`src/pafs_map.svh`:
```
// Register select codes, reset values and field positions for the port pin multiplexer.
`ifndef PAFS_MAP_SVH
`define PAFS_MAP_SVH

`define PAFS_SEL_PA_DATA   3'h0
`define PAFS_SEL_PA_DIR    3'h1
`define PAFS_SEL_OP_DATA   3'h2
`define PAFS_SEL_OP_DIR    3'h3
`define PAFS_SEL_ADSEL     3'h4
`define PAFS_SEL_CHSEL     3'h5
`define PAFS_SEL_CLKMODE   3'h6

`define PAFS_LATCH_RST     1'b0
`define PAFS_PA_DIR_RST    8'hff
`define PAFS_OP_DIR_RST    4'hf
`define PAFS_ADSEL_RST     4'h0
`define PAFS_CHSEL_RST     3'h0
`define PAFS_CLKMODE_RST   8'h00
`define PAFS_RDATA_RST     8'h00

`define PAFS_ADSEL_ALLDIG  4'h8
`define PAFS_CLKMODE_WMASK 8'hf1
`define PAFS_CLKM_EXT      7
`define PAFS_CLKM_OSC      6
`define PAFS_CLKM_EXTS     5
`define PAFS_CLKM_OSCS     4
`define PAFS_CLKM_GAIN     0

`define PAFS_OSC_MAIN_IN   0
`define PAFS_OSC_MAIN_OUT  1
`define PAFS_OSC_SUB_IN    2
`define PAFS_OSC_SUB_OUT   3

`endif

```
`src/pafs_pkg.sv`:
```
// Types shared by the port pin multiplexer modules.
`default_nettype none
`include "pafs_map.svh"

package pafs_pkg;

    typedef logic [7:0] pafs_byte_t;

    typedef enum logic [2:0] {
        PAFS_PA_DATA = `PAFS_SEL_PA_DATA,
        PAFS_PA_DIR  = `PAFS_SEL_PA_DIR,
        PAFS_OP_DATA = `PAFS_SEL_OP_DATA,
        PAFS_OP_DIR  = `PAFS_SEL_OP_DIR,
        PAFS_ADSEL   = `PAFS_SEL_ADSEL,
        PAFS_CHSEL   = `PAFS_SEL_CHSEL,
        PAFS_CLKMODE = `PAFS_SEL_CLKMODE
    } pafs_sel_t;

endpackage : pafs_pkg

`default_nettype wire

```
`src/pafs_pin_cell.sv`:
```
// One port pin: output latch, pin synchroniser, driver and read selection.
`default_nettype none
`include "pafs_map.svh"

module pafs_pin_cell
    import pafs_pkg::*;
(
    input  wire logic clk,
    input  wire logic rst_n,
    input  wire logic latch_wr,
    input  wire logic latch_d,
    input  wire logic dir_in,
    input  wire logic owned,
    input  wire logic alt_en,
    input  wire logic alt_val,
    input  wire logic alt_and,
    input  wire logic pin_i,
    output logic      pin_o,
    output logic      pin_oe,
    output logic      rd_val
);

    logic latch_q;
    logic sync1_q;
    logic sync2_q;
    logic drive;

    always_ff @(posedge clk) begin
        if (!rst_n) begin
            latch_q <= `PAFS_LATCH_RST; // [RQ13]
            sync1_q <= 1'b0;
            sync2_q <= 1'b0;
        end else begin
            if (latch_wr) begin
                latch_q <= latch_d; // [RQ9]
            end
            sync1_q <= pin_i;
            sync2_q <= sync1_q;
        end
    end

    // The peripheral signal is merged with the latch, so an AND pin needs latch 1 and an OR pin latch 0.
    assign drive  = alt_en ? (alt_and ? (alt_val & latch_q) : (alt_val | latch_q)) : latch_q; // [RQ14]
    // Input mode or a pin taken by the oscillator or converter keeps the buffer off.
    assign pin_oe = ~dir_in & ~owned; // [RQ13] [RQ8]
    assign pin_o  = pin_oe & drive;
    assign rd_val = owned ? 1'b0 : (dir_in ? sync2_q : latch_q); // [RQ9]

endmodule // pafs_pin_cell

`default_nettype wire

```
`src/pafs_top.sv`:
```
// Multiplexed port pins: an analog-capable 8-bit port and a 4-bit oscillator-capable port.
// Summary of operation
// [RQ1] Input functions: software sets direction bit to 1.
// [RQ2] Output functions: direction 0, latch 0 or 1.
// [RQ3] Analog pin role from selection, channel, direction.
// [RQ4] Analog input at selected channel is conversion target.
// [RQ5] Unselected analog input idles; analog output is prohibited.
// [RQ6] Software selects oscillator modes in clock mode register.
// [RQ7] Clock mode register resets to zero, pins stay ports.
// [RQ8] Oscillator modes make direction and latch irrelevant.
// [RQ9] Input bits: writes hit latch, reads see pin.
// [RQ10] Single-bit op reads, modifies, writes all eight bits.
// [RQ11] Untargeted input bits latch their current pin level.
// [RQ12] Rewrite latch when switching a bit to output.
// [RQ13] Output mode drives latch; input mode buffer off; reset clears.
// [RQ14] Peripheral output combines with latch level on the pin.
`default_nettype none
`include "pafs_map.svh"

module pafs_top
    import pafs_pkg::*;
#(
    parameter logic [7:0] PA_ALT_AND_MASK = 8'h00
)
(
    input  wire logic       CORE_CLK,
    input  wire logic       RSTN,
    input  wire logic       ACC_WR,
    input  wire logic       ACC_BIT,
    input  wire logic [2:0] ACC_SEL,
    input  wire logic [7:0] ACC_WDATA,
    input  wire logic [2:0] ACC_BITNUM,
    input  wire logic       ACC_BITVAL,
    output logic      [7:0] ACC_RDATA,
    input  wire logic [7:0] PA_ALT_EN,
    input  wire logic [7:0] PA_ALT_OUT,
    input  wire logic [7:0] PA_PIN_I,
    output logic      [7:0] PA_PIN_O,
    output logic      [7:0] PA_PIN_OE,
    input  wire logic [3:0] OP_PIN_I,
    output logic      [3:0] OP_PIN_O,
    output logic      [3:0] OP_PIN_OE,
    output logic      [7:0] ANA_INPUT_EN,
    output logic      [7:0] ANA_CONV_TGT,
    output logic            ANA_CFG_ERR,
    output logic            CLK_MAIN_OSC_EN,
    output logic            CLK_MAIN_EXT_EN,
    output logic            CLK_SUB_OSC_EN,
    output logic            CLK_SUB_EXT_EN,
    output logic            CLK_GAIN_HIGH
);

    logic [7:0] pa_dir_q;
    logic [7:0] pa_dir_d;
    logic [3:0] op_dir_q;
    logic [3:0] op_dir_d;
    logic [3:0] adsel_q;
    logic [3:0] adsel_d;
    logic [2:0] chsel_q;
    logic [2:0] chsel_d;
    logic [7:0] clkm_q;
    logic [7:0] clkm_d;
    logic [7:0] rdata_q;
    logic [7:0] ana_en_q;
    logic [7:0] ana_tgt_q;
    logic       ana_err_q;

    logic [7:0] pa_rd;
    logic [3:0] op_rd;
    logic [7:0] cur_rd;
    logic [7:0] bit_mask;
    logic [7:0] wr_data;
    logic       wr_any;
    logic [7:0] ana_mask;
    logic       adsel_bad;
    logic [7:0] ana_tgt;
    logic [3:0] osc_own;
    logic       osc_main;
    logic       ext_main;
    logic       osc_sub;
    logic       ext_sub;

    // Pins from the first selected step upward are analog; codes above all-digital are illegal.
    function automatic logic [7:0] adsel_decode(input logic [3:0] code);
        logic [7:0] m;
        m = 8'h00;
        for (int i = 0; i < 8; i++) begin
            m[i] = (code <= `PAFS_ADSEL_ALLDIG) && (4'(i) >= code);
        end
        return m;
    endfunction

    // Every register comes in as an argument, so the read path follows each register change.
    function automatic logic [7:0] read_sel(input logic [2:0] sel,
                                            input logic [7:0] pa,
                                            input logic [3:0] op,
                                            input logic [7:0] pa_dir,
                                            input logic [3:0] op_dir,
                                            input logic [3:0] adsel,
                                            input logic [2:0] chsel,
                                            input logic [7:0] clkm);
        logic [7:0] r;
        r = 8'h00;
        unique case (sel)
            `PAFS_SEL_PA_DATA: r = pa;
            `PAFS_SEL_PA_DIR:  r = pa_dir;
            `PAFS_SEL_OP_DATA: r = {4'h0, op};
            `PAFS_SEL_OP_DIR:  r = {4'h0, op_dir};
            `PAFS_SEL_ADSEL:   r = {4'h0, adsel};
            `PAFS_SEL_CHSEL:   r = {5'h00, chsel};
            `PAFS_SEL_CLKMODE: r = clkm;
            default:           r = 8'h00;
        endcase
        return r;
    endfunction

    // The whole byte is read first, so input bits carry their pin level into the write.
    assign cur_rd   = read_sel(ACC_SEL, pa_rd, op_rd, pa_dir_q, op_dir_q, adsel_q, chsel_q,
                               clkm_q); // [RQ10] [RQ11]
    assign bit_mask = 8'h01 << ACC_BITNUM;
    assign wr_data  = ACC_BIT ? ((cur_rd & ~bit_mask) | (ACC_BITVAL ? bit_mask : 8'h00))
                              : ACC_WDATA; // [RQ10]
    assign wr_any   = ACC_WR | ACC_BIT;

    assign pa_dir_d = (wr_any && ACC_SEL == `PAFS_SEL_PA_DIR) ? wr_data : pa_dir_q;
    assign op_dir_d = (wr_any && ACC_SEL == `PAFS_SEL_OP_DIR) ? wr_data[3:0] : op_dir_q;
    assign adsel_d  = (wr_any && ACC_SEL == `PAFS_SEL_ADSEL) ? wr_data[3:0] : adsel_q;
    assign chsel_d  = (wr_any && ACC_SEL == `PAFS_SEL_CHSEL) ? wr_data[2:0] : chsel_q;
    assign clkm_d   = (wr_any && ACC_SEL == `PAFS_SEL_CLKMODE)
                      ? (wr_data & `PAFS_CLKMODE_WMASK) : clkm_q;

    assign ana_mask  = adsel_decode(adsel_q); // [RQ3]
    assign adsel_bad = adsel_q > `PAFS_ADSEL_ALLDIG;
    generate
        for (genvar g = 0; g < 8; g++) begin : g_tgt
            assign ana_tgt[g] = ana_mask[g] & pa_dir_q[g] & (chsel_q == 3'(g)); // [RQ4] [RQ5]
        end
    endgenerate

    // Oscillation mode takes both pins; external clock mode takes only the oscillator output pin.
    assign osc_main = clkm_q[`PAFS_CLKM_OSC] & ~clkm_q[`PAFS_CLKM_EXT];
    assign ext_main = clkm_q[`PAFS_CLKM_OSC] & clkm_q[`PAFS_CLKM_EXT];
    assign osc_sub  = clkm_q[`PAFS_CLKM_OSCS] & ~clkm_q[`PAFS_CLKM_EXTS];
    assign ext_sub  = clkm_q[`PAFS_CLKM_OSCS] & clkm_q[`PAFS_CLKM_EXTS];
    assign osc_own[`PAFS_OSC_MAIN_IN]  = osc_main; // [RQ8]
    assign osc_own[`PAFS_OSC_MAIN_OUT] = osc_main | ext_main; // [RQ8]
    assign osc_own[`PAFS_OSC_SUB_IN]   = osc_sub; // [RQ8]
    assign osc_own[`PAFS_OSC_SUB_OUT]  = osc_sub | ext_sub; // [RQ8]

    generate
        for (genvar g = 0; g < 8; g++) begin : g_pa
            pafs_pin_cell u_cell (
                .clk      (CORE_CLK),
                .rst_n    (RSTN),
                .latch_wr (wr_any && ACC_SEL == `PAFS_SEL_PA_DATA),
                .latch_d  (wr_data[g]),
                .dir_in   (pa_dir_q[g]),
                .owned    (ana_mask[g]), // [RQ3] [RQ5]
                .alt_en   (PA_ALT_EN[g]),
                .alt_val  (PA_ALT_OUT[g]),
                .alt_and  (PA_ALT_AND_MASK[g]),
                .pin_i    (PA_PIN_I[g]),
                .pin_o    (PA_PIN_O[g]),
                .pin_oe   (PA_PIN_OE[g]),
                .rd_val   (pa_rd[g])
            );
        end
        for (genvar g = 0; g < 4; g++) begin : g_op
            pafs_pin_cell u_cell (
                .clk      (CORE_CLK),
                .rst_n    (RSTN),
                .latch_wr (wr_any && ACC_SEL == `PAFS_SEL_OP_DATA),
                .latch_d  (wr_data[g]),
                .dir_in   (op_dir_q[g]),
                .owned    (osc_own[g]), // [RQ8]
                .alt_en   (1'b0),
                .alt_val  (1'b0),
                .alt_and  (1'b0),
                .pin_i    (OP_PIN_I[g]),
                .pin_o    (OP_PIN_O[g]),
                .pin_oe   (OP_PIN_OE[g]),
                .rd_val   (op_rd[g])
            );
        end
    endgenerate

    always_ff @(posedge CORE_CLK) begin
        if (!RSTN) begin
            pa_dir_q <= `PAFS_PA_DIR_RST;
            op_dir_q <= `PAFS_OP_DIR_RST;
            adsel_q  <= `PAFS_ADSEL_RST;
            chsel_q  <= `PAFS_CHSEL_RST;
            clkm_q   <= `PAFS_CLKMODE_RST; // [RQ7]
        end else begin
            pa_dir_q <= pa_dir_d;
            op_dir_q <= op_dir_d;
            adsel_q  <= adsel_d;
            chsel_q  <= chsel_d;
            clkm_q   <= clkm_d;
        end
    end

    // Status outputs are registered so they never glitch while settings change.
    always_ff @(posedge CORE_CLK) begin
        if (!RSTN) begin
            rdata_q   <= `PAFS_RDATA_RST;
            ana_en_q  <= 8'h00;
            ana_tgt_q <= 8'h00;
            ana_err_q <= 1'b0;
        end else begin
            rdata_q   <= cur_rd; // [RQ9]
            ana_en_q  <= ana_mask & pa_dir_q; // [RQ5]
            ana_tgt_q <= ana_tgt; // [RQ4]
            ana_err_q <= adsel_bad | (|(ana_mask & ~pa_dir_q)); // [RQ5]
        end
    end

    assign ACC_RDATA       = rdata_q;
    assign ANA_INPUT_EN    = ana_en_q;
    assign ANA_CONV_TGT    = ana_tgt_q;
    assign ANA_CFG_ERR     = ana_err_q;
    assign CLK_MAIN_OSC_EN = osc_main;
    assign CLK_MAIN_EXT_EN = ext_main;
    assign CLK_SUB_OSC_EN  = osc_sub;
    assign CLK_SUB_EXT_EN  = ext_sub;
    assign CLK_GAIN_HIGH   = clkm_q[`PAFS_CLKM_GAIN];

endmodule // pafs_top

`default_nettype wire

```
`config.mk`:
```
export PLATFORM = sky130hd
export DESIGN_NAME = pafs_top
export DESIGN_NICKNAME = d
export VERILOG_FILES = /design/src/pafs_pkg.sv /design/src/pafs_pin_cell.sv /design/src/pafs_top.sv
export VERILOG_INCLUDE_DIRS = /design/src
export SDC_FILE = /design/constraint.sdc
export NUM_CORES = 1
export LEC_CHECK = 0
export ABC_CLOCK_PERIOD_IN_PS = 2750
export BUFFER_PORTS_ARGS = -buffer_cell sky130_fd_sc_hd__buf_2
export CELL_PAD_IN_SITES_DETAIL_PLACEMENT = 1
export CELL_PAD_IN_SITES_GLOBAL_PLACEMENT = 1
export CORE_MARGIN = 4
export CORE_UTILIZATION = 35
export CTS_BUF_LIST = sky130_fd_sc_hd__clkbuf_2
export CTS_CLUSTER_SIZE = 20
export DETAILED_ROUTE_END_ITERATION = 8
export PLACE_DENSITY = 0.84
export SLEW_MARGIN = 20
export SYNTH_ARGS = -nofsm -noshare
export SYNTH_HDL_FRONTEND = slang
export SYNTH_SLANG_ARGS = --single-unit
```
`constraint.sdc`:
```
create_clock -name CORE_CLK -period 2.75 [get_ports CORE_CLK]
set_input_delay 0.6875 -clock CORE_CLK [delete_from_list [all_inputs] [get_ports CORE_CLK]]
set_output_delay 0.6875 -clock CORE_CLK [all_outputs]
set_load 0.05 [all_outputs]
```
==> metrics.log, run 1 <==
INFO  metric post_cts_hold_buffer_count = 0
INFO  metric final_period_minus_worst_setup_slack = approximately 2.6 ns
INFO  metric route.antenna.remaining_nets = 0
INFO  metric synth_xor_area_share = 0%
INFO  metric areaGrowthSynthToFinish = 16.8%
INFO  metric globalRoute.totalOverflow = 0
INFO  metric hold_path_depth = 2
INFO  metric synthAdderAreaFrac = 0%
INFO  metric power.density_cell_area = 569 mW/mm^2
INFO  metric fraction_of_final_layout_cells_with_drive_strength_greater_than_1 = 27.5%
INFO  metric compound_cell_area_share_of_the_yosys_netlist = 18.7%
INFO  metric vdd.ir_drop.worst = 0.240 mV
INFO  metric syn-num-nets = 481
INFO  metric worst_slew_pin_slew = 0.790 ns
INFO  metric synth.yosys.warnings = 0
INFO  metric p_total = 2.56 mW
INFO  metric leading_cell_type_in_the_layout_fill_and_taps_excluded = sky130_fd_sc_hd__buf_2
INFO  metric detail_route.wl_per_cell = 19.7 um
INFO  metric clock_transition_at_the_register_clock_pins_on_the_worst_setup_and_hold_paths_after_cts = between 0.2 and 0.3 ns
INFO  metric r2r_start = pa_dir_q[1]$_SDFFE_PN1P_
INFO  metric synth.yosys.seq_area_share = between 40% and 50%
INFO  metric synth_area = 0.00385 mm^2
INFO  metric antennaDiodeCount = 0
INFO  metric maxSlewViolCount = 0
INFO  metric critPathArrivalTime = 1.92 ns
INFO  metric rr_endpoint = pa_dir_q[1]$_SDFFE_PN1P_
INFO  metric rr_worst_depth = 5
INFO  metric dpl-instance-area = 0.00435 mm^2
INFO  metric via_per_inst = 5.48
INFO  metric crit_fanout = 6
INFO  metric layout_worst_path_cycle_share = 94.7%
INFO  metric synth_flop_cell = sky130_fd_sc_hd__dfxtp_1
INFO  metric synth_simple_gate_area_share = around 25%
INFO  metric route.final.wire_length = 12.9 mm
INFO  metric insertion_delay = 0.57 ns
INFO  metric grt_max_degree = 42
INFO  metric crit_chain = nor2b_1, nor2_1, and2_1, buf_2
INFO  metric largest_family_of_logic_cells_by_synthesized_area = simple AND/OR/NAND/NOR gates
INFO  metric topRoutingLayerUsed = met4
INFO  metric post-route-util = 41.7%
INFO  metric io_pins = just over 100
INFO  metric globalplace.congestion = 0.881
INFO  metric worst_setup_path_start_kind = register
INFO  metric postSynth.asyncResetShare = 0%
INFO  metric clock.fmax = 0.384 GHz
INFO  metric timing.hold.worst_endpoint = g_pa[1].u_cell.sync1_q$_SDFF_PN0_
INFO  metric cts_made_buffers = 9
INFO  metric setup_viol = 0
INFO  metric hold_path.class = in -> reg
INFO  metric floorplan.rows = 38
INFO  metric floorplan.die.width = 113 um
INFO  metric hp-start = PA_PIN_I[1]
INFO  metric dp_hpwl = 9.81 mm
INFO  metric edff_count_synth = 0
INFO  metric timing.setup.tns = 0 ns
INFO  metric synth.distinct_cells = 57
INFO  metric commonest_non_fill_non_tap_cells_in_the_layout = sky130_fd_sc_hd__buf_2, sky130_fd_sc_hd__dfxtp_1, sky130_fd_sc_hd__nand2_1
INFO  metric report.final.hold_viol_count = 0
INFO  metric post-route-drc-count = 0
INFO  metric met1_length = 5.77 mm
INFO  metric area_of_the_die = roughly 0.013 mm^2
INFO  metric number_of_vias_in_the_routed_layout = 3,594
INFO  metric postSynthCellCount = 434
INFO  metric worst-setup-path-type = reg -> out
INFO  metric floorplan.initialDensity = 35.7%
INFO  metric finish.cell_count_without_fillers = 656
INFO  metric clock_path_buffers = 2
INFO  metric worst_ep_required_time = 2.06 ns
INFO  metric cap_violations = 0
INFO  metric post_synth.cell_area_avg = 8.88 um^2
INFO  metric final_cell_area = 0.00450 mm^2
INFO  metric slew_headroom = 47.2%
INFO  metric synth_seq_cells = 85
INFO  metric grt_setup_unrepaired = no
INFO  metric met3RoutedLength = 865 um
INFO  metric cpMaxStageDelayCell = sky130_fd_sc_hd__dfxtp_1
INFO  metric slowest_delay = roughly 0.50 ns
INFO  metric cellLeakagePower = just over 2 nW
INFO  metric detailed_router_s_first_iteration_violation_count = around 250
INFO  metric coreArea = 0.0108 mm^2
INFO  metric placed_cells = 640
INFO  metric final_net_count = ~560
INFO  metric antenna_violations_before_repair = 0
INFO  metric cts.htree.levels = 3
INFO  metric worst_setup_path_end_kind = primary output
INFO  metric reg2reg_setup_slack = 0.56 ns
INFO  metric dr.pass1.iters = 5
INFO  metric tritoncts_clock_tree = yes
INFO  metric finClkSkew = ~0.028 ns
INFO  metric met2WireLength = about 6 mm
INFO  metric die_height = around 110 um
INFO  metric post_synth_mux_area_share = approximately 4%
INFO  metric number_of_global_route_vias_before_repair = 3,687
INFO  metric grt_util_all_layers = between 20% and 30%
INFO  metric status = finished clean
INFO  metric clkSinkCount = 85
INFO  metric place.port_buffers = 100
INFO  metric grt_first_pass_wirelength = 20.3 mm
INFO  metric root_buffer = sky130_fd_sc_hd__clkbuf_2
==> cell families (layout without fill, tap and decap cells) <==
group                  count (synthesis)  in the layout
muxes                                 15             15
buffers and inverters                 54            136
and+or+nand+nor                      185            185
AOI/OAI and AO/OA                     95             95
DFF                                   85             85
==> critical path: cells and delay by family (launching register included) <==
kind	cells	cell delay (ns)
buf+inv	1	0.20
flops	1	0.50
simple gates	3	0.66
==> final cells by class <==
| type | count | area [um^2] |
|---|---|---|
| flip-flops and latches | 85 | 1710 |
| multi-input cells | 295 | 1850 |
| repair buffers | 112 | 591 |
| fillers | 1303 | 6290 |
| clock inverters | 7 | 105 |
| well taps | 140 | 175 |
| clock buffers | 9 | 45.0 |
| inverters | 8 | 30.0 |
==> synthesized netlist by cell type (8+ instances only) <==
library cell               instances  area (um^2)
sky130_fd_sc_hd__o21ai_0          11         55.1
sky130_fd_sc_hd__nor3_1           14         70.1
sky130_fd_sc_hd__mux2i_1          12          120
sky130_fd_sc_hd__o31ai_1           8         60.1
sky130_fd_sc_hd__nand2_1          42          158
sky130_fd_sc_hd__and2_1           36          225
sky130_fd_sc_hd__nor2b_1          13         81.3
sky130_fd_sc_hd__a21oi_1          18         90.1
sky130_fd_sc_hd__clkbuf_1         15         56.3
sky130_fd_sc_hd__o32ai_1          12          105
sky130_fd_sc_hd__nor2_1           38          143
sky130_fd_sc_hd__and3_1           10         62.6
sky130_fd_sc_hd__buf_4            24          180
sky130_fd_sc_hd__dfxtp_1          85         1700
==> sequential cells by signal (all words and copies together), names as in the netlist, 5 cells and up <==
register and count:
ANA_INPUT_EN 8, g_pa.u_cell.sync2_q 8, ACC_RDATA 8, g_pa.u_cell.sync1_q 8, g_pa.u_cell.latch_q 8, ANA_CONV_TGT 8
pa_dir_q 8, clkm_q 5
==> per-stage QoR <==
| step | setup slack [ns] | hold WS (ns) |
|---|---|---|
| after floorplan | 0.402 | 0.412 |
| after global placement | 0.268 | 0.414 |
| after detailed placement | 0.224 | 0.423 |
| after CTS | 0.0678 | 0.273 |
| after global routing | 0.0104 | 0.283 |
| final | 0.146 | 0.304 |
==> how the worst max path moves through the flow <==
stage	from	to	slack (ns)	depth (start not counted)
after global routing	adsel_q[1]$_SDFFE_PN0P_	PA_PIN_O[6]	0.01	3
after detailed placement	ACC_SEL[0]	pa_dir_q[1]$_SDFFE_PN1P_	0.22	6
after global placement	ACC_SEL[1]	op_dir_q[3]$_SDFFE_PN1P_	0.27	5
after floorplan	clkm_q[4]$_SDFFE_PN0P_	OP_PIN_O[2]	0.40	4
final	clkm_q[4]$_SDFFE_PN0P_	OP_PIN_O[2]	0.15	4
after CTS	adsel_q[0]$_SDFFE_PN0P_	PA_PIN_O[6]	0.07	3
==> what timing repair did <==
action / 4_1_cts / 5_1_grt
endpoints found under the hold margin: 0 / 0
cloned: 0 / 0
setup endpoints to repair: 1 / 1
gates resized for setup: 2 / 1
buffers inserted: 0 / 0
pin swaps: 0 / 0
==> power breakdown <==
group,internal [mW],leakage (nW),switching (mW)
clock,0.316,0.0850,0.488
sequential,1.29,0.699,0.0465
combinational,0.136,1.24,0.282
==> metal layers <==
metal  vias to the layer above  global-route usage (%)
li1                       1690                       -
met1                      1736                    27.3
met2                       148                    33.0
met3                        20                    3.85
met4                         0                    6.57
met5                         -                       0
Power figures use the tool's default switching activity.
==> inputs of run 2 (changes only) <==
--- a/config.mk
+++ b/config.mk
@@ -13,7 +13,6 @@
 export CORE_MARGIN = 4
 export CORE_UTILIZATION = 35
 export CTS_BUF_LIST = sky130_fd_sc_hd__clkbuf_2
-export CTS_CLUSTER_SIZE = 20
 export DETAILED_ROUTE_END_ITERATION = 8
 export PLACE_DENSITY = 0.84
 export SLEW_MARGIN = 20
==> constraint.sdc (replaced) <==
create_clock -name CORE_CLK -period 2.75 [get_ports CORE_CLK]
set_input_delay 0.6875 -clock CORE_CLK [delete_from_list [all_inputs] [get_ports CORE_CLK]]
set_output_delay 0.6875 -clock CORE_CLK [all_outputs]
set_load 0.02 [all_outputs]
==> metrics.log, run 2 (synthesis gave the netlist of run 1 again) <==
INFO  metric status = finished clean
INFO  metric grtUsageMet1 = 24.5% (-2.8 points)
INFO  metric timing.setup.tns = 0 ns (unchanged)
INFO  metric report.final.hold_viol_count = 0 (unchanged)
INFO  metric hold_path.class = in -> reg
INFO  metric worst-setup-path-type = reg -> out
INFO  metric root_buffer = sky130_fd_sc_hd__clkbuf_2
INFO  metric dp_hpwl = 9.41 mm (-4.1%)
INFO  metric post_cts_hold_buffer_count = 0 (unchanged)
INFO  metric worst_setup_path_end_kind = primary output
INFO  metric fin_hold_ws = 0.249 ns (-0.0547 ns)
INFO  metric globalRoute.totalOverflow = 0 (unchanged)
INFO  metric via_per_inst = 5.48 (about the same)
INFO  metric worst_ep_required_time = 2.06 ns (about the same)
INFO  metric cts_post_setup_buffers_inserted = 0 (unchanged)
INFO  metric gr-usage-met3 = 5.24% (+1.4 points)
INFO  metric cellLeakagePower = 2.00 nW (-1.0%)
INFO  metric setup_viol = 0 (unchanged)
INFO  metric grt_max_degree = 44 (+4.8%)
INFO  metric globalplace.congestion = 0.961 (+9.1%)
INFO  metric critPathArrivalTime = 1.93 ns (about the same)
INFO  metric crit_fanout = 6 (unchanged)
INFO  metric insertion_delay = 0.61 ns (+0.04 ns)
INFO  metric slew_headroom = 51.1% (+3.9 points)
INFO  metric post-route-drc-count = 0 (unchanged)
INFO  metric finClkSkew = 0.0446 ns (+0.0164 ns)
INFO  metric place.port_buffers = 100 (unchanged)
INFO  metric worst_setup_path_start_kind = register
INFO  metric final_net_count = 556 (-0.36%)
INFO  metric cts.htree.levels = 3 (unchanged)
INFO  metric grt_util_all_layers = 19.0% (-1.3 points)
INFO  metric clock.fmax = 0.382 GHz (-0.63%)
INFO  metric final_period_minus_worst_setup_slack = 2.62 ns (+0.0165 ns)
INFO  metric vdd.ir_drop.worst = 0.274 mV (+14%)
INFO  metric floorplan.die.width = 113 um (unchanged)
INFO  metric route.antenna.remaining_nets = 0 (unchanged)
INFO  metric number_of_vias_in_the_routed_layout = 3,581 (-0.36%)
INFO  metric area_of_the_die = 0.0128 mm^2 (unchanged)
INFO  metric gr-usage-met2 = 30.2% (-2.8 points)
INFO  metric detail_route.wl_per_cell = 18.9 um (-4.3%)
INFO  metric antennaDiodeCount = 0 (unchanged)
INFO  metric detailed_router_s_first_iteration_violation_count = 238 (-5.6%)
INFO  metric global_route.peak_usage_layer = met2
INFO  metric grt_setup_unrepaired = no
INFO  metric fraction_of_final_layout_cells_with_drive_strength_greater_than_1 = 27.4% (-0.087 points)
INFO  metric floorplan.rows = 38 (unchanged)
INFO  metric antenna_violations_before_repair = 0 (unchanged)
INFO  metric clock_transition_at_the_register_clock_pins_on_the_worst_setup_and_hold_paths_after_cts = 0.29 ns (+0.03 ns)
INFO  metric leading_cell_type_in_the_layout_fill_and_taps_excluded = sky130_fd_sc_hd__buf_2
INFO  metric worst_slew_pin_slew = 0.724 ns (-0.0659 ns)
INFO  metric die_height = 113 um (unchanged)
INFO  metric floorplan.initialDensity = 35.7% (unchanged)
INFO  metric layout_worst_path_cycle_share = 95.3% (+0.60 points)
INFO  metric coreArea = 0.0108 mm^2 (unchanged)
INFO  metric clkSinkCount = 85 (unchanged)
INFO  metric areaGrowthSynthToFinish = 15.6%
INFO  metric io_pins = 101 (unchanged)
INFO  metric cap_violations = 0 (unchanged)
INFO  metric maxSlewViolCount = 0 (unchanged)
INFO  metric cts_made_buffers = 9 (unchanged)
INFO  metric commonest_non_fill_non_tap_cells_in_the_layout = sky130_fd_sc_hd__buf_2, sky130_fd_sc_hd__dfxtp_1, sky130_fd_sc_hd__nand2_1
INFO  metric number_of_global_route_vias_before_repair = 3,609 (-2.1%)
INFO  metric grt_first_pass_wirelength = 19.1 mm (-6.3%)
INFO  metric route.final.wire_length = 12.3 mm (-4.6%)
INFO  metric tritoncts_clock_tree = yes
INFO  metric power.density_cell_area = 526 mW/mm^2 (-7.6%)
INFO  metric dr.pass1.iters = 5 (unchanged)
INFO  metric clock_path_buffers = 2 (unchanged)
## run 2: cell count changes in the layout (fill, tap and decap cells not counted), sizes merged
cell / change
clkinvlp: -1
buf: -2
inv: +3
bufinv: -2
## run 2: path summary, 6_finish.rpt
check | start | cells past startpoint | end | slack (ns)
hold reg to reg | g_op[3].u_cell.sync1_q$_SDFF_PN0_ | 1 | g_op[3].u_cell.sync2_q$_SDFF_PN0_ | 0.47
hold / removal | OP_PIN_I[1] | 2 | g_op[1].u_cell.sync1_q$_SDFF_PN0_ | 0.25
setup reg to reg | adsel_q[0]$_SDFFE_PN0P_ | 5 | g_pa[6].u_cell.latch_q$_SDFFE_PN0P_ | 0.61
setup / recovery | clkm_q[4]$_SDFFE_PN0P_ | 4 | OP_PIN_O[2] | 0.13
## run 2: area by class of cell
cell class,instances,area (um^2)
clock buffers,9,45.0
clock inverters,7,68.8
fillers,1330,6340
inverters,8,30.0
multi-input cells,295,1850
flip-flops and latches,85,1710
well taps,140,175
repair buffers,110,576
## run 2: through the flow
stage	cell area, um^2	cells	setup WS, ns	total power [mW]	util [%]
finish	4450	654	0.130	2.34	41.3
floorplan	3850	434	0.460	1.57	-
global route	4450	654	0.0271	2.44	41.3
global placement	4330	638	0.248	1.69	40.1
detailed placement	4330	638	0.152	1.71	40.1
CTS	4450	654	0.00876	2.36	41.2
## run 2: timing repair
action	CTS	global route
endpoints found under the setup margin	1	10
gates cloned	0	0
gates resized for setup	1	3
pin swaps	0	0
## run 2: worst max-delay path, cell delays in order, from the launching register on
cell and delay (ns):
sky130_fd_sc_hd__dfxtp_1 0.52, sky130_fd_sc_hd__nor2b_1 0.40, sky130_fd_sc_hd__nor2_1 0.11, sky130_fd_sc_hd__and2_1 0.17, sky130_fd_sc_hd__buf_2 0.15
## run 2: layer usage
metal | vias up | routed length (um)
met5 | - | 0
met4 | 0 | 383
met3 | 28 | 1050
met2 | 167 | 5660
met1 | 1691 | 5240
li1 | 1695 | -
## run 2: report_power, final
group / total, mW / internal, mW / leakage [nW] / switching, mW
clock network: 0.654 / 0.152 / 0.0732 / 0.502
registers: 1.34 / 1.29 / 0.699 / 0.0463
logic: 0.349 / 0.134 / 1.23 / 0.215
==> inputs of run 3 (changes only) <==
--- a/config.mk
+++ b/config.mk
@@ -6,6 +6,7 @@
 export SDC_FILE = /design/constraint.sdc
 export NUM_CORES = 1
 export LEC_CHECK = 0
+export ABC_AREA = 1
 export ABC_CLOCK_PERIOD_IN_PS = 2750
 export BUFFER_PORTS_ARGS = -buffer_cell sky130_fd_sc_hd__buf_2
 export CELL_PAD_IN_SITES_DETAIL_PLACEMENT = 1
@@ -14,7 +15,7 @@
 export CORE_UTILIZATION = 35
 export CTS_BUF_LIST = sky130_fd_sc_hd__clkbuf_2
 export DETAILED_ROUTE_END_ITERATION = 8
-export PLACE_DENSITY = 0.84
+export PLACE_DENSITY = 0.86
 export SLEW_MARGIN = 20
 export SYNTH_ARGS = -nofsm -noshare
 export SYNTH_HDL_FRONTEND = slang
==> metrics.log, run 3 <==
INFO  metric worst_setup_path_start_kind = register
INFO  metric synth_top_cells_by_area = sky130_fd_sc_hd__dfxtp_1, sky130_fd_sc_hd__nand2_1, sky130_fd_sc_hd__inv_1, sky130_fd_sc_hd__a21oi_1, sky130_fd_sc_hd__nand3_1
INFO  metric dp_hpwl = 10.8 mm (+15%)
INFO  metric route.antenna.remaining_nets = 0 (unchanged)
INFO  metric antenna_violations_before_repair = 0 (unchanged)
INFO  metric tritoncts_clock_tree = yes
INFO  metric timing.setup.tns = 0 ns (unchanged)
INFO  metric fraction_of_final_layout_cells_with_drive_strength_greater_than_1 = 21.6% (-5.9 points)
INFO  metric yosysMostFrequentCell = sky130_fd_sc_hd__nand2_1
INFO  metric met1_length = 6.10 mm (+16%)
INFO  metric worst-setup-path-type = reg -> out
INFO  metric via_per_inst = 4.89 (-11%)
INFO  metric setup_viol = 0 (unchanged)
INFO  metric cts.htree.levels = 3 (unchanged)
INFO  metric hold_path.class = in -> reg
INFO  metric crit_fanout = 4 (-2)
INFO  metric topRoutingLayerUsed = met4
INFO  metric detail_route.wl_per_cell = 16.8 um (-11%)
INFO  metric clock.fmax = 0.393 GHz (+3.1%)
INFO  metric cts_made_buffers = 9 (unchanged)
INFO  metric areaGrowthSynthToFinish = 12.9%
INFO  metric synth_seq_cells = 85 (unchanged)
INFO  metric critPathArrivalTime = 1.85 ns (-0.08 ns)
INFO  metric synth_area = 0.00410 mm^2 (+6.4%)
INFO  metric insertion_delay = 0.60 ns (about the same)
INFO  metric post_synth_most_frequent_cells = sky130_fd_sc_hd__nand2_1, sky130_fd_sc_hd__inv_1, sky130_fd_sc_hd__dfxtp_1
INFO  metric synth.yosys.warnings = 0 (unchanged)
INFO  metric netlist.top_cell.by_area = sky130_fd_sc_hd__dfxtp_1
INFO  metric number_of_global_route_vias_before_repair = 4,085 (+13%)
INFO  metric leading_cell_type_in_the_layout_fill_and_taps_excluded = sky130_fd_sc_hd__nand2_1
INFO  metric cellLeakagePower = 2.54 nW (+27%)
INFO  metric io_pins = 101 (unchanged)
INFO  metric status = finished clean
INFO  metric root_buffer = sky130_fd_sc_hd__clkbuf_2
INFO  metric cap_violations = 0 (unchanged)
INFO  metric floorplan.die.width = 116 um (+2.9%)
INFO  metric clock_power_share = 26.7% (-1.2 points)
INFO  metric clkSinkCount = 85 (unchanged)
INFO  metric route.final.wire_length = 13.7 mm (+11%)
INFO  metric globalplace.congestion = 0.925 (-3.8%)
INFO  metric area_of_the_die = 0.0135 mm^2 (+6.0%)
INFO  metric floorplan.rows = 39 (+2.6%)
INFO  metric internal_power_contribution = 1.62 mW (+2.8%)
INFO  metric report.final.hold_viol_count = 0 (unchanged)
INFO  metric post_synth.cell_area_avg = 6.85 um^2 (-23%)
INFO  metric fin_hold_ws = 0.247 ns (-0.00170 ns)
INFO  metric clock_transition_at_the_register_clock_pins_on_the_worst_setup_and_hold_paths_after_cts = 0.24 ns (-0.05 ns)
INFO  metric syn-num-nets = 646 (+34%)
INFO  metric number_of_vias_in_the_routed_layout = 3,989 (+11%)
INFO  metric coreArea = 0.0115 mm^2 (+6.2%)
INFO  metric antennaDiodeCount = 0 (unchanged)
INFO  metric met2WireLength = 6.60 mm (+17%)
INFO  metric commonest_non_fill_non_tap_cells_in_the_layout = sky130_fd_sc_hd__nand2_1, sky130_fd_sc_hd__inv_1, sky130_fd_sc_hd__buf_2
INFO  metric grt_max_degree = 31 (-30%)
INFO  metric final_period_minus_worst_setup_slack = 2.54 ns (-0.0784 ns)
INFO  metric synth.yosys.seq_area_share = 41.5% (-2.7 points)
INFO  metric power_frac_comb = 16.8% (+1.9 points)
INFO  metric switching_share = 31.8% (-0.82 points)
INFO  metric grt_first_pass_wirelength = 21.5 mm (+13%)
INFO  metric layout_worst_path_cycle_share = 92.4% (-2.9 points)
INFO  metric finClkSkew = 0.0288 ns (-0.0158 ns)
INFO  metric floorplan.initialDensity = 35.8% (+0.061 points)
INFO  metric slew_headroom = 40.8% (-10 points)
INFO  metric postSynthCellCount = 599 (+38%)
INFO  metric edff_count_synth = 0 (unchanged)
INFO  metric worst_ep_required_time = 2.06 ns (about the same)
INFO  metric cts_post_setup_buffers_inserted = 0 (unchanged)
INFO  metric die_height = 116 um (+2.9%)
INFO  metric switching_power = 0.755 mW (-0.99%)
INFO  metric p_total = 2.38 mW (+1.6%)
INFO  metric globalRoute.totalOverflow = 0 (unchanged)
INFO  metric worst_slew_pin_slew = 0.886 ns (+0.162 ns)
INFO  metric fin_ws = 0.208 ns (+0.0784 ns)
INFO  metric dr.pass1.iters = 5 (unchanged)
INFO  metric synth.distinct_cells = 29 (-49%)
INFO  metric power.sequential.fraction = 56.5% (-0.7 points)
INFO  metric place_ws = 0.675 ns (+0.523 ns)
INFO  metric clock_path_buffers = 2 (unchanged)
INFO  metric power.density_cell_area = 513 mW/mm^2 (-2.4%)
INFO  metric worst_setup_path_end_kind = primary output
INFO  metric maxSlewViolCount = 0 (unchanged)
INFO  metric netlist.area_leader.share = 41.5% (-2.7 points)
INFO  metric place.port_buffers = 100 (unchanged)
INFO  metric synth_flop_cell = sky130_fd_sc_hd__dfxtp_1
INFO  metric detailed_router_s_first_iteration_violation_count = 159 (-33%)
INFO  metric final_net_count = 716 (+29%)
INFO  metric met3RoutedLength = 733 um (-30%)
INFO  metric grt_util_all_layers = 21.1% (+2.1 points)
INFO  metric postSynth.asyncResetShare = 0% (unchanged)
INFO  metric grt_setup_unrepaired = no
INFO  metric vdd.ir_drop.worst = 0.245 mV (-11%)
INFO  metric post-route-drc-count = 0 (unchanged)
[run 3: worst paths after layout]
path / from / end / slack (ns) / depth (start not counted)
max: adsel_q[2]$_SDFFE_PN0P_ / PA_PIN_O[4] / 0.21 / 5
min: PA_PIN_I[0] / g_pa[0].u_cell.sync1_q$_SDFF_PN0_ / 0.25 / 3
max reg2reg: adsel_q[3]$_SDFFE_PN0P_ / clkm_q[0]$_SDFFE_PN0P_ / 1.00 / 10
min reg2reg: g_op[1].u_cell.sync1_q$_SDFF_PN0_ / g_op[1].u_cell.sync2_q$_SDFF_PN0_ / 0.43 / 2
[run 3: layout make-up]
class                           instances  area, um^2
Fill cell                            1539        6840
Sequential cell                        85        1710
Multi-Input combinational cell        358        1690
Timing Repair Buffer                  102         528
Inverter                              113         434
Tap cell                              143         179
Clock inverter                          5        52.6
Clock buffer                            9        45.0
[run 3: per-stage QoR]
step | instances | cell area (um^2) | utilization, %
floorplan | 599 | 4100 | -
global placement | 801 | 4520 | 39.5
detailed placement | 801 | 4520 | 39.5
CTS | 815 | 4620 | 40.3
global route | 815 | 4630 | 40.4
finish | 815 | 4630 | 40.4
[run 3: what timing repair did]
action / in CTS / in global routing
hold buffers: 0 / 0
gates resized for setup: 1 / 5
cloned: 0 / 0
hold endpoints to repair: 0 / 0
setup endpoints to repair: 1 / 5
[run 3: cells by family after synthesis]
group | after synthesis | synth area share (%)
and+or+nand+nor | 274 | 30.5
buffers and inverters | 156 | 17.5
DFF | 85 | 41.5
AOI/OAI and AO/OA | 84 | 10.5
[run 3: power groups by stage]
stage	Combinational, mW	Sequential [mW]	Clock [mW]
finish	0.400	1.34	0.635
global route	0.445	1.35	0.708
CTS	0.401	1.34	0.658
detailed placement	0.398	1.37	0
global placement	0.386	1.37	0
floorplan	0.240	1.38	0
[run 3: critical path: stages, from the launching register on]
cell,delay (ns)
sky130_fd_sc_hd__dfxtp_2,0.44
sky130_fd_sc_hd__inv_1,0.11
sky130_fd_sc_hd__o21ai_1,0.27
sky130_fd_sc_hd__inv_1,0.12
sky130_fd_sc_hd__nor3_1,0.13
sky130_fd_sc_hd__buf_2,0.19
[run 3: layer usage]
layer / vias to the layer above / track usage (%)
li1: 1994 / -
met1: 1866 / 27.0
met2: 110 / 36.1
met3: 19 / 3.37
met4: 0 / 7.19
met5: - / 0
